<file path="src/design/srs_pkg.sv">
// Package with timing constants, rail indices and sequencer states.
package srs_pkg;
    localparam int    CLK_MHZ          = 125;
    localparam int    CLK_PERIOD_PS    = 8000;
    // Primary clock divided by 610 gives one unit P.
    localparam int    P_DIVIDE         = 610;
    localparam int    PRIM_CLK_DEFAULT_KHZ = 20000;
    localparam int    RESET_HOLD_P     = 12;
    localparam int    BOOT_SETUP_P     = 2;
    localparam int    BOOT_HOLD_P      = 15;
    localparam int    POR_LEAD_US      = 100;
    localparam int    GROUP1_US        = 500;
    localparam int    GROUP2_US        = 1000;
    localparam int    GROUP3_US        = 1500;
    localparam int    RESET_OUT_DELAY_MS = 2;
    localparam int    DDR_DISCHARGE_MS = 10;
    localparam int    CYC_PER_US       = CLK_MHZ;
    localparam int    POR_LEAD_CYC     = POR_LEAD_US * CYC_PER_US;
    localparam int    GROUP1_CYC       = GROUP1_US * CYC_PER_US;
    localparam int    GROUP2_CYC       = GROUP2_US * CYC_PER_US;
    localparam int    GROUP3_CYC       = GROUP3_US * CYC_PER_US;
    localparam int    DDR_DISCHARGE_CYC = DDR_DISCHARGE_MS * 1000 * CYC_PER_US;
    localparam int    PG_TIMEOUT_US    = 20000;
    localparam int    PG_TIMEOUT_CYC   = PG_TIMEOUT_US * CYC_PER_US;
    localparam int    CNT_W            = 24;
    localparam int    BOOT_W           = 16;
    localparam int    NUM_RAILS        = 6;
    localparam int    RAIL_IO18        = 0;
    localparam int    RAIL_ANALOG      = 1;
    localparam int    RAIL_MEM         = 2;
    localparam int    RAIL_CORE        = 3;
    localparam int    RAIL_ACCEL       = 4;
    localparam int    RAIL_DVIO        = 5;
    localparam logic [NUM_RAILS-1:0] RAILS_OFF = 6'h00;

    typedef enum logic [10:0] {
        SRS_OFF       = 11'h001,
        SRS_UP_IO18   = 11'h002,
        SRS_UP_MEMANA = 11'h004,
        SRS_UP_CORE   = 11'h008,
        SRS_UP_ACCEL  = 11'h010,
        SRS_UP_DVIO   = 11'h020,
        SRS_RESET     = 11'h040,
        SRS_RUN       = 11'h080,
        SRS_DN_POR    = 11'h100,
        SRS_DN_GROUPS = 11'h200,
        SRS_FAULT     = 11'h400
    } srs_state_type;
endpackage : srs_pkg

</file>
<file path="src/design/srs_timer_if.sv">
// Interface between the sequencer and its P-unit timer.
`timescale 1ns/1ps
interface srs_timer_if;
    logic       p_tick;
    logic [7:0] p_count;
    logic       clear;
    modport owner (input p_tick, input p_count, output clear);
    modport timer (output p_tick, output p_count, input clear);
endinterface : srs_timer_if

</file>
<file path="src/design/srs_p_timer.sv">
// Divider that produces one pulse per unit P and counts elapsed units.
`timescale 1ns/1ps
module srs_p_timer
    import srs_pkg::*;
(
    input  wire logic        i_clock,
    input  wire logic        i_rst_n,
    input  wire logic [31:0] i_p_cycles,
    srs_timer_if.timer       tmr
);
    logic [31:0] div;

    // One P is i_p_cycles clocks; the enable is a single-cycle pulse.
    always_ff @(posedge i_clock or negedge i_rst_n) begin
        if (!i_rst_n) begin
            div <= 32'h0;
        end else if (tmr.clear || div + 32'h1 >= i_p_cycles) begin
            div <= 32'h0;
        end else begin
            div <= div + 32'h1;
        end
    end

    assign tmr.p_tick = !tmr.clear && (div + 32'h1 >= i_p_cycles);

    always_ff @(posedge i_clock or negedge i_rst_n) begin
        if (!i_rst_n) begin
            tmr.p_count <= 8'h00;
        end else if (tmr.clear) begin
            tmr.p_count <= 8'h00;
        end else if (tmr.p_tick && tmr.p_count != 8'hFF) begin
            tmr.p_count <= tmr.p_count + 8'h01;
        end
    end
endmodule : srs_p_timer

</file>
<file path="src/design/srs_sequencer.sv">
// Power-management sequencer driving rail enables, resets and boot straps.
//
// Behaviour
// - Analog rails enabled only after the 1.8 V I/O rail is good.
// - Memory rails enabled only after the 1.8 V I/O rail is good.
// - Core rail enabled only after I/O and memory rails are good.
// - Accelerator rail enabled only after the core rail is good.
// - 3.3 V dual-voltage rails enabled last; 1.8 V ones follow the I/O rail.
// - Warm and power-on resets held low 12P after oscillator stable.
// - Boot straps driven valid at least 2P before power-on reset release.
// - Boot straps held valid at least 15P after power-on reset release.
// - Power-on reset low at least 100 us before any rail falls.
// - 3.3 V dual-voltage rails stay up 100 us, then fall first.
// - 3.3 V dual-voltage rails fall before the 1.8 V I/O rail.
// - 1.8 V dual-voltage rails fall together with the I/O rail.
// - Accelerator rail falls before or with the core rail.
// - Memory rails fall after the core rail in normal shutdown, with it in abrupt shutdown.
// - 1.8 V I/O rail stays enabled until all others but 1.8 V dual-voltage rails have fallen.
// - Groups fall at 500 us, 1.0 ms and 1.5 ms after reset assertion.
// - Analog rails fall before or with the 1.8 V I/O rail.
// - Memory rails must be off within 10 ms of the I/O rail falling.
// - Abrupt shutdown drops all rails but I/O and 1.8 V dual-voltage after the 100 us hold.
// - In abrupt shutdown the I/O rail falls after accelerator and core.
`timescale 1ns/1ps
module srs_sequencer
    import srs_pkg::*;
(
    input  wire logic                 i_clock,
    input  wire logic                 i_nrst,
    input  wire logic                 i_power_on_req,
    input  wire logic                 i_power_off_req,
    input  wire logic                 i_input_power_lost,
    input  wire logic                 i_dvio_is_3v3,
    input  wire logic                 i_osc0_input_stable,
    input  wire logic [31:0]          i_p_cycles,
    input  wire logic [BOOT_W-1:0]    i_boot_value,
    input  wire logic [NUM_RAILS-1:0] i_rail_good,
    input  wire logic                 i_reset_out_n,
    output logic      [NUM_RAILS-1:0] o_rail_enable,
    output logic                      o_warm_reset_n,
    output logic                      o_por_n,
    output logic      [BOOT_W-1:0]    o_boot_strap_pins,
    output logic                      o_boot_strap_oe,
    output logic                      o_running,
    output logic                      o_fault,
    output logic                      o_mem_discharge_late
);
    logic          rst_meta;
    logic          rst_n;
    srs_state_type state;
    srs_state_type next_state;
    logic [CNT_W-1:0] cnt;
    logic [CNT_W-1:0] ddr_cnt;
    logic          abrupt;
    logic          released;
    logic          por_q;
    logic          prev_reset_out_n;
    logic [CNT_W-1:0] por_low_cnt;

    srs_timer_if tmr ();

    // Reset is released through two flip-flops.
    always_ff @(posedge i_clock or negedge i_nrst) begin
        if (!i_nrst) begin
            rst_meta <= 1'b0;
            rst_n    <= 1'b0;
        end else begin
            rst_meta <= 1'b1;
            rst_n    <= rst_meta;
        end
    end

    srs_p_timer u_p_timer (
        .i_clock    (i_clock),
        .i_rst_n    (rst_n),
        .i_p_cycles (i_p_cycles),
        .tmr        (tmr)
    );

    function automatic logic good(input logic [NUM_RAILS-1:0] g, input int idx);
        good = g[idx];
    endfunction : good

    function automatic logic cnt_at(input logic [CNT_W-1:0] c, input int lim);
        cnt_at = c >= CNT_W'(lim);
    endfunction : cnt_at

    logic down_req;
    assign down_req = i_power_off_req || i_input_power_lost;

    always_comb begin
        next_state = state;
        unique case (state)
            SRS_OFF:       if (i_power_on_req && !down_req) next_state = SRS_UP_IO18;
            SRS_UP_IO18:   if (good(i_rail_good, RAIL_IO18)) next_state = SRS_UP_MEMANA;
            SRS_UP_MEMANA: if (good(i_rail_good, RAIL_MEM) && good(i_rail_good, RAIL_ANALOG))
                               next_state = SRS_UP_CORE;
            SRS_UP_CORE:   if (good(i_rail_good, RAIL_CORE)) next_state = SRS_UP_ACCEL;
            SRS_UP_ACCEL:  if (good(i_rail_good, RAIL_ACCEL)) next_state = SRS_UP_DVIO;
            SRS_UP_DVIO:   if (good(i_rail_good, RAIL_DVIO) || !i_dvio_is_3v3)
                               next_state = SRS_RESET;
            SRS_RESET:     if (released && tmr.p_count >= 8'(BOOT_HOLD_P))
                               next_state = SRS_RUN;
            SRS_RUN:       if (down_req) next_state = SRS_DN_POR;
            SRS_DN_POR:    if (cnt_at(cnt, POR_LEAD_CYC)) next_state = SRS_DN_GROUPS;
            SRS_DN_GROUPS: if (o_rail_enable == RAILS_OFF) next_state = SRS_OFF;
            SRS_FAULT:     next_state = SRS_DN_POR;
            default:       next_state = SRS_FAULT;
        endcase
        // Power-up stages waiting on power good time out into a safe shutdown.
        if ((state == SRS_UP_IO18 || state == SRS_UP_MEMANA || state == SRS_UP_CORE
             || state == SRS_UP_ACCEL || state == SRS_UP_DVIO)
            && cnt_at(cnt, PG_TIMEOUT_CYC)) begin
            next_state = SRS_FAULT;
        end
        if ((state == SRS_RESET) && down_req) begin
            next_state = SRS_DN_POR;
        end
    end

    always_ff @(posedge i_clock or negedge rst_n) begin
        if (!rst_n) begin
            state <= SRS_OFF;
        end else begin
            state <= next_state;
        end
    end

    // Cycle counter restarts on every state change except entry to the group phase, and holds at its top value.
    // The count carries over into the group phase, so every group mark is a
    // total time since shutdown began rather than an interval.
    always_ff @(posedge i_clock or negedge rst_n) begin
        if (!rst_n) begin
            cnt <= '0;
        end else if (next_state != state) begin
            cnt <= (next_state == SRS_DN_GROUPS) ? cnt : '0;
        end else if (cnt != {CNT_W{1'b1}}) begin
            cnt <= cnt + CNT_W'(1);
        end
    end

    always_ff @(posedge i_clock or negedge rst_n) begin
        if (!rst_n) begin
            abrupt <= 1'b0;
        end else if (state == SRS_RUN || state == SRS_RESET || state == SRS_FAULT) begin
            abrupt <= i_input_power_lost || state == SRS_FAULT;
        end else if (state == SRS_DN_POR && i_input_power_lost) begin
            abrupt <= 1'b1;
        end
    end

    // P timer is held until the oscillator is stable and restarts at release.
    assign tmr.clear = (state != SRS_RESET) || !i_osc0_input_stable
                       || (!released && tmr.p_count >= 8'(RESET_HOLD_P)
                           && tmr.p_count >= 8'(BOOT_SETUP_P));

    always_ff @(posedge i_clock or negedge rst_n) begin
        if (!rst_n) begin
            released <= 1'b0;
        end else if (state != SRS_RESET) begin
            released <= 1'b0;
        end else if (i_osc0_input_stable && tmr.p_count >= 8'(RESET_HOLD_P)) begin
            released <= 1'b1;
        end
    end

    always_ff @(posedge i_clock or negedge rst_n) begin
        if (!rst_n) begin
            por_q          <= 1'b0;
            o_warm_reset_n <= 1'b0;
        end else begin
            por_q          <= (state == SRS_RESET && released) || state == SRS_RUN;
            o_warm_reset_n <= (state == SRS_RESET && released) || state == SRS_RUN;
        end
    end
    assign o_por_n = por_q;

    // Straps driven from entry to the reset stage until the hold has passed.
    always_ff @(posedge i_clock or negedge rst_n) begin
        if (!rst_n) begin
            o_boot_strap_pins <= '0;
            o_boot_strap_oe   <= 1'b0;
        end else if (state == SRS_RESET && !released) begin
            o_boot_strap_pins <= i_boot_value;
            o_boot_strap_oe   <= 1'b1;
        end else if (state != SRS_RESET) begin
            o_boot_strap_oe   <= 1'b0;
        end
    end

    // Rail enables: each set in its power-up stage, 1.8 V dual-voltage with I/O; cleared by the power-down plan.
    always_ff @(posedge i_clock or negedge rst_n) begin
        if (!rst_n) begin
            o_rail_enable <= RAILS_OFF;
        end else begin
            unique case (state)
                SRS_UP_IO18: begin
                    o_rail_enable[RAIL_IO18] <= 1'b1;
                    if (!i_dvio_is_3v3) o_rail_enable[RAIL_DVIO] <= 1'b1;
                end
                SRS_UP_MEMANA: begin
                    o_rail_enable[RAIL_MEM]    <= 1'b1;
                    o_rail_enable[RAIL_ANALOG] <= 1'b1;
                end
                SRS_UP_CORE:  o_rail_enable[RAIL_CORE]  <= 1'b1;
                SRS_UP_ACCEL: o_rail_enable[RAIL_ACCEL] <= 1'b1;
                SRS_UP_DVIO:  o_rail_enable[RAIL_DVIO]  <= 1'b1;
                SRS_DN_GROUPS: begin
                    if (abrupt) begin
                        // All but the I/O rail and a 1.8 V dual-voltage rail fall now; those wait for group 1.
                        o_rail_enable[RAIL_ACCEL]  <= 1'b0;
                        o_rail_enable[RAIL_CORE]   <= 1'b0;
                        o_rail_enable[RAIL_MEM]    <= 1'b0;
                        o_rail_enable[RAIL_ANALOG] <= 1'b0;
                        if (i_dvio_is_3v3) o_rail_enable[RAIL_DVIO] <= 1'b0;
                        if (cnt_at(cnt, GROUP1_CYC)) o_rail_enable <= RAILS_OFF;
                    end else begin
                        if (i_dvio_is_3v3) o_rail_enable[RAIL_DVIO] <= 1'b0;
                        if (cnt_at(cnt, GROUP1_CYC)) begin
                            o_rail_enable[RAIL_ACCEL] <= 1'b0;
                            o_rail_enable[RAIL_CORE]  <= 1'b0;
                        end
                        if (cnt_at(cnt, GROUP2_CYC)) begin
                            o_rail_enable[RAIL_MEM]    <= 1'b0;
                            o_rail_enable[RAIL_ANALOG] <= 1'b0;
                        end
                        if (cnt_at(cnt, GROUP3_CYC)) o_rail_enable <= RAILS_OFF;
                    end
                end
                default: ;
            endcase
        end
    end

    // Memory rail off within 10 ms of the I/O rail being switched off.
    always_ff @(posedge i_clock or negedge rst_n) begin
        if (!rst_n) begin
            ddr_cnt              <= '0;
            o_mem_discharge_late <= 1'b0;
        end else if (o_rail_enable[RAIL_IO18] || !i_rail_good[RAIL_MEM]) begin
            ddr_cnt <= '0;
        end else if (cnt_at(ddr_cnt, DDR_DISCHARGE_CYC)) begin
            o_mem_discharge_late <= 1'b1;
        end else begin
            ddr_cnt <= ddr_cnt + CNT_W'(1);
        end
    end

    // Reset-out is only watched; its 2 ms lag is the device's business.
    always_ff @(posedge i_clock or negedge rst_n) begin
        if (!rst_n) begin
            prev_reset_out_n <= 1'b0;
        end else begin
            prev_reset_out_n <= i_reset_out_n;
        end
    end

    assign o_running = (state == SRS_RUN) && prev_reset_out_n;
    assign o_fault   = (state == SRS_FAULT);

    property p_core_after_mem;
        @(posedge i_clock) disable iff (!rst_n)
        $rose(o_rail_enable[RAIL_CORE]) |-> i_rail_good[RAIL_IO18] && i_rail_good[RAIL_MEM];
    endproperty
    a_core_after_mem: assert property (p_core_after_mem) else $error("core before deps");

    property p_accel_after_core;
        @(posedge i_clock) disable iff (!rst_n)
        $rose(o_rail_enable[RAIL_ACCEL]) |-> o_rail_enable[RAIL_CORE];
    endproperty
    a_accel_after_core: assert property (p_accel_after_core) else $error("accel early");

    // Counts how long power-on reset has been low, so the lead check is exact.
    always_ff @(posedge i_clock or negedge rst_n) begin
        if (!rst_n) begin
            por_low_cnt <= '0;
        end else if (o_por_n) begin
            por_low_cnt <= '0;
        end else if (por_low_cnt != {CNT_W{1'b1}}) begin
            por_low_cnt <= por_low_cnt + CNT_W'(1);
        end
    end

    property p_por_lead;
        @(posedge i_clock) disable iff (!rst_n)
        |($past(o_rail_enable) & ~o_rail_enable) |-> por_low_cnt >= CNT_W'(POR_LEAD_CYC);
    endproperty
    a_por_lead: assert property (p_por_lead) else $error("rail fell before reset lead");

    property p_io_last;
        @(posedge i_clock) disable iff (!rst_n)
        $fell(o_rail_enable[RAIL_IO18]) |-> (o_rail_enable == RAILS_OFF);
    endproperty
    a_io_last: assert property (p_io_last) else $error("io rail not last");

    property p_analog_first;
        @(posedge i_clock) disable iff (!rst_n)
        $rose(o_rail_enable[RAIL_ANALOG]) |-> $past(i_rail_good[RAIL_IO18]);
    endproperty
    a_analog_first: assert property (p_analog_first) else $error("analog early");

    property p_strap_valid;
        @(posedge i_clock) disable iff (!rst_n)
        $rose(o_por_n) |-> o_boot_strap_oe [*8];
    endproperty
    a_strap_valid: assert property (p_strap_valid) else $error("strap hold short");
endmodule : srs_sequencer

</file>
<file path="config.mk">
export PLATFORM = sky130hd
export DESIGN_NAME = srs_sequencer
export DESIGN_NICKNAME = d
export VERILOG_FILES = /design/src/design/srs_pkg.sv /design/src/design/srs_timer_if.sv /design/src/design/srs_p_timer.sv /design/src/design/srs_sequencer.sv
export SDC_FILE = /design/constraint.sdc
export NUM_CORES = 1
export LEC_CHECK = 0
export ABC_AREA = 0
export BUFFER_PORTS_ARGS = -buffer_cell sky130_fd_sc_hd__clkbuf_2
export CORE_UTILIZATION = 48
export CTS_BUF_LIST = sky130_fd_sc_hd__clkbuf_8
export DETAILED_ROUTE_END_ITERATION = 6
export GPL_TIMING_DRIVEN = 0
export PLACE_DENSITY = 0.63
export SYNTH_ARGS = -nofsm -noshare
export SYNTH_HDL_FRONTEND = slang
export SYNTH_SLANG_ARGS = --single-unit
</file>
<file path="constraint.sdc">
create_clock -name i_clock -period 5.7 [get_ports i_clock]
set_clock_uncertainty 0.15 [all_clocks]
set_input_delay 1.425 -clock i_clock [delete_from_list [all_inputs] [get_ports i_clock]]
set_output_delay 1.425 -clock i_clock [all_outputs]
set_load 0.05 [all_outputs]
</file>
==> metrics list <==
* GPL Wtd Cong: 0.869
- Chip Width: 131 um
- Nets: 1,106
- Dpl hpwl: 13.8 mm
* Via/cell ratio: 5.61
* Peak fanout along the critical path: 10
* Post-synthesis sequential area ratio: 39.9%
- Mean instance size in the synthesized netlist: 8.97 um^2
- Area of the die: 0.0172 mm^2
- Arrival time at the worst endpoint: 5.15 ns
- Detailed-routing iteration count for the pre-antenna-repair pass: 5
- Average wire per cell in the routed design: 15.3 um
- Post-cts sizing count: 0
* Setup repair after global routing missed its margin: false
- Entering global routing, the biggest net connects 59 pins.
- Clock power share: 35.5%
- The layout has 1,482 filler cells.
- For the worst setup path, the data required time is 5.92 ns.
- The finished cells cover 0.00921 mm^2.
- The later pin in the worst-skew pair is clocked with a latency of 0.45 ns.
- For this design the ratio of total power to cell area is 244 mW/mm^2.
- The worst hold path belongs to the class reg -> async.
- Summing the areas of all and, or, nand and nor instances in the mapped netlist gives 27.3% of the synthesized area.
- Post-CTS clock slew at the launch and capture registers of the worst setup and hold paths: 0.07 ns
- Switching component of the power: 0.736 mW
- Post-Synthesis Net Count: 996
- The routed design could run at a clock period as short as 4.93 ns.
* Die span in y: 131 um
- The final route contains 6,925 vias.
- For this configuration, the core starts out at a cell density of 49.8%.
* Post-synthesis cell area: 0.00803 mm^2
- After Yosys synthesis, full adders, half adders and majority gates account for 6.08% of the synthesized area.
- The H-tree was split into 4 levels.
- Of the total synthesized cell area, the portion taken by XOR and XNOR cells is 5.46%.
* Net switching fraction of the power: 32.8%
- Transition time at the pin with the least slew margin: 0.974 ns
* R2R Setup Slk: 0.77 ns
* Kind of end point of the critical path: register
- Across the VDD grid, the largest voltage drop is 0.000167 V.
* CTS tree: yes
- From synthesis to final layout, the design area changed by 14.7%.
- The number of max-slew violations in the final report is 0.
* Int Pwr: 1.51 mW
- Global routing used 22.9% of the available tracks across all layers.
* Static leakage power: 4.40 nW
- Footprint of the multi-input gates: 0.00445 mm^2
- First-pass GRT wire length: 32.0 mm
- Sequential Power Share: 41.9%
* Ratio of cells with drive above 1 in the final layout: 16.7%
- Setup Total Neg Slack: 0 ns
- Max-cap violations in this run came to 0.
- Setup violations remaining at the end of the flow were counted as 0.
* Clk sinks: 128
- Synthesis handed over a netlist of 895 instances.
* Row count: 46
- Overall power: 2.24 mW
* Clock root cell: sky130_fd_sc_hd__clkbuf_8
* Outcome: complete, no violations
- Antenna Nets Post-Route: 0
- The synthesized netlist devotes 13.9% of its cell area to compound gates.
- Detailed-route DRC error count: 0
* Total of flip-flops plus latches after synthesis: 128
* Logic pwr share: 22.6%
* Most instantiated flip-flop cell in the synthesis netlist: sky130_fd_sc_hd__dfrtp_1
- Number of flops mapped to enable cells by yosys: 0
- Global route overflow: 0
- Antenna diode instance count: 0
- Number of unique standard cell types used by synthesis: 71
- Num CTS Buffers: 17
* Synth async-reset ratio: 100%
- Hold bufs inserted after CTS: 0
* Share of synthesized area spent on multiplexers: 2.63%
* Port Buf Inserts: 89
* Placement Cell Area: 0.00880 mm^2
- Yosys printed 0 warnings.
- Setup bufs post-CTS: 0
- The worst setup path is launched from a register.
- Hold Violations, Final: 0
- The initial antenna violation count is 0.
- In this run the deepest clock path goes through 2 buffers.
* Final WL: 18.9 mm
- Critical path start-end classification: reg -> reg
* Area used by sequential logic in the layout: 0.00321 mm^2
* Via count of the first global-routing pass: 6,564
* Boundary Pins: 90
- After synthesis, the largest family of logic cells by area is simple AND/OR/NAND/NOR gates.
* Achievable clock frequency: 203 MHz
* Core area: 0.0161 mm^2
- Measured against its own limit, the worst slew margin works out to 34.9%.
* Period utilisation layout: 86.5%
- In this run, the number of DRC markers left after iteration 0 of detailed routing was 529.
## cell type report
type                    instances  share of cell area [%]
plain buffers                  43                    2.07
clock buffers                  21                    3.14
clock inverters                11                    1.24
inverters                      50                    2.04
multi-input cells             674                    48.3
flip-flops and latches        128                    34.9
well taps                     216                    2.94
repair buffers                 91                    5.44
## logic make-up (layout without fill, tap and decap cells)
| logic type | after synthesis | after routing |
|---|---|---|
| and+or+nand+nor | 393 | 393 |
| AOI/OAI and AO/OA | 172 | 172 |
| DFF | 128 | 128 |
| buffers and inverters | 93 | 216 |
| xor gates and xnor gates | 50 | 50 |
| adders and majority gates | 39 | 39 |
| muxes | 19 | 19 |
| other | 1 | 1 |
## routing by layer
layer / up-vias / share of wire [%] / global-route usage, %
met2: 191 / 45 / 35.1
met3: 27 / 5.0 / 4.90
met4: 0 / 1.6 / 6.46
met1: 3283 / 49 / 32.6
li1: 3424 / - / -
met5: - / 0 / 0
## cell usage in the layout (no fill, tap or decap), types with 20 or more instances in the layout
cell type,count
sky130_fd_sc_hd__a21o_1,20
sky130_fd_sc_hd__nor3_1,25
sky130_fd_sc_hd__o21ai_0,29
sky130_fd_sc_hd__xnor2_1,24
sky130_fd_sc_hd__clkbuf_8,21
sky130_fd_sc_hd__xor2_1,26
sky130_fd_sc_hd__nor2_1,82
sky130_fd_sc_hd__nand4_1,34
sky130_fd_sc_hd__ha_1,39
sky130_fd_sc_hd__a21oi_1,54
sky130_fd_sc_hd__nor2b_1,39
sky130_fd_sc_hd__inv_1,51
sky130_fd_sc_hd__dfrtp_1,126
sky130_fd_sc_hd__nand2_1,61
sky130_fd_sc_hd__nand3_1,36
sky130_fd_sc_hd__or3_1,21
sky130_fd_sc_hd__clkbuf_2,89
sky130_fd_sc_hd__clkbuf_1,29
## critical path: stages (launching register included)
cell and delay, ns:
sky130_fd_sc_hd__dfrtp_1 0.50, sky130_fd_sc_hd__ha_1 0.30, sky130_fd_sc_hd__nand4_1 0.18, sky130_fd_sc_hd__or2_2 0.37, sky130_fd_sc_hd__nor2_1 0.23, sky130_fd_sc_hd__nand2_1 0.15, sky130_fd_sc_hd__nor2_1 0.26, sky130_fd_sc_hd__xor2_1 0.23
sky130_fd_sc_hd__ha_1 0.28, sky130_fd_sc_hd__a21o_1 0.16, sky130_fd_sc_hd__a21o_1 0.17, sky130_fd_sc_hd__a21o_1 0.17, sky130_fd_sc_hd__a211o_1 0.29, sky130_fd_sc_hd__a21oi_1 0.27, sky130_fd_sc_hd__o21a_1 0.38, sky130_fd_sc_hd__nand3_1 0.27
sky130_fd_sc_hd__clkbuf_1 0.31, sky130_fd_sc_hd__nor2b_1 0.18
## sequential cells by signal, summed over array words and instances (netlist names), 5 cells and up
signal                 count
u_p_timer.tmr.p_count      8
o_boot_strap_pins         16
state                     11
o_rail_enable              5
u_p_timer.div             32
cnt                       24
ddr_cnt                   24
## per-stage QoR
| step | hold slack [ns] | worst slack (ns) | instances | utilization (%) |
|---|---|---|---|---|
| 3_5_place_dp | 0.0423 | 0.784 | 1202 | 54.6 |
| 2_1_floorplan | 0.181 | 1.72 | 895 | - |
| 6_report | 0.0308 | 0.769 | 1234 | 57.1 |
| 4_1_cts | 0.0402 | 0.761 | 1234 | 57.1 |
| 5_1_grt | 0.0496 | 0.348 | 1234 | 57.1 |
| 3_3_place_gp | 0.184 | 0.0712 | 1200 | 54.3 |
## synth_stat cells, types with 3 or more instances
library cell	instances	area, um^2
sky130_fd_sc_hd__a211o_1	10	87.6
sky130_fd_sc_hd__a211oi_1	4	30.0
sky130_fd_sc_hd__a21o_1	20	150
sky130_fd_sc_hd__a21oi_1	54	270
sky130_fd_sc_hd__a311oi_1	3	26.3
sky130_fd_sc_hd__a31oi_1	8	50.1
sky130_fd_sc_hd__and2_1	6	37.5
sky130_fd_sc_hd__and3_1	14	87.6
sky130_fd_sc_hd__and4_1	7	61.3
sky130_fd_sc_hd__buf_2	11	55.1
sky130_fd_sc_hd__clkbuf_1	29	109
sky130_fd_sc_hd__dfrtp_1	127	3180
sky130_fd_sc_hd__ha_1	39	488
sky130_fd_sc_hd__inv_1	49	184
sky130_fd_sc_hd__mux2_2	16	180
sky130_fd_sc_hd__nand2_1	61	229
sky130_fd_sc_hd__nand2b_1	9	56.3
sky130_fd_sc_hd__nand3_1	36	180
sky130_fd_sc_hd__nand3b_1	5	37.5
sky130_fd_sc_hd__nand4_1	34	213
sky130_fd_sc_hd__nand4b_1	5	43.8
sky130_fd_sc_hd__nor2_1	82	308
sky130_fd_sc_hd__nor2b_1	39	244
sky130_fd_sc_hd__nor3_1	25	125
sky130_fd_sc_hd__nor3b_1	6	45.0
sky130_fd_sc_hd__nor4_1	8	50.1
sky130_fd_sc_hd__nor4b_1	5	43.8
sky130_fd_sc_hd__o21a_1	4	30.0
sky130_fd_sc_hd__o21ai_0	29	145
sky130_fd_sc_hd__o21ai_1	5	25.0
sky130_fd_sc_hd__o31ai_1	16	120
sky130_fd_sc_hd__or2_2	3	18.8
sky130_fd_sc_hd__or3_1	21	131
sky130_fd_sc_hd__or4_1	11	82.6
sky130_fd_sc_hd__or4b_1	4	40.0
sky130_fd_sc_hd__xnor2_1	24	210
sky130_fd_sc_hd__xor2_1	26	228
## worst paths after layout
path / from / endpoint / depth (start not counted)
min: rst_n$_DFF_PN0_ / o_boot_strap_pins[12]$_DFFE_PN0P_ / 0
max: u_p_timer.div[0]$_DFF_PN0_ / u_p_timer.div[25]$_DFF_PN0_ / 17
min in group i_clock: rst_meta$_DFF_PN0_ / rst_n$_DFF_PN0_ / 0
max reg2reg: u_p_timer.div[0]$_DFF_PN0_ / u_p_timer.div[25]$_DFF_PN0_ / 17
max in group asynchronous: rst_n$_DFF_PN0_ / state[5]$_DFF_PN0_ / 2
min reg2reg: rst_n$_DFF_PN0_ / o_boot_strap_pins[12]$_DFFE_PN0P_ / 0
## power by group through the flow
| stage | Combinational [mW] | Clock (mW) | Sequential (mW) |
|---|---|---|---|
| after global placement | 0.481 | 0 | 0.974 |
| after floorplan | 0.329 | 0 | 0.969 |
| after global routing | 0.557 | 0.855 | 0.944 |
| final | 0.507 | 0.796 | 0.941 |
| after CTS | 0.505 | 0.817 | 0.940 |
| after detailed placement | 0.503 | 0 | 0.958 |
No activity file was read; power rests on OpenSTA's default activity.
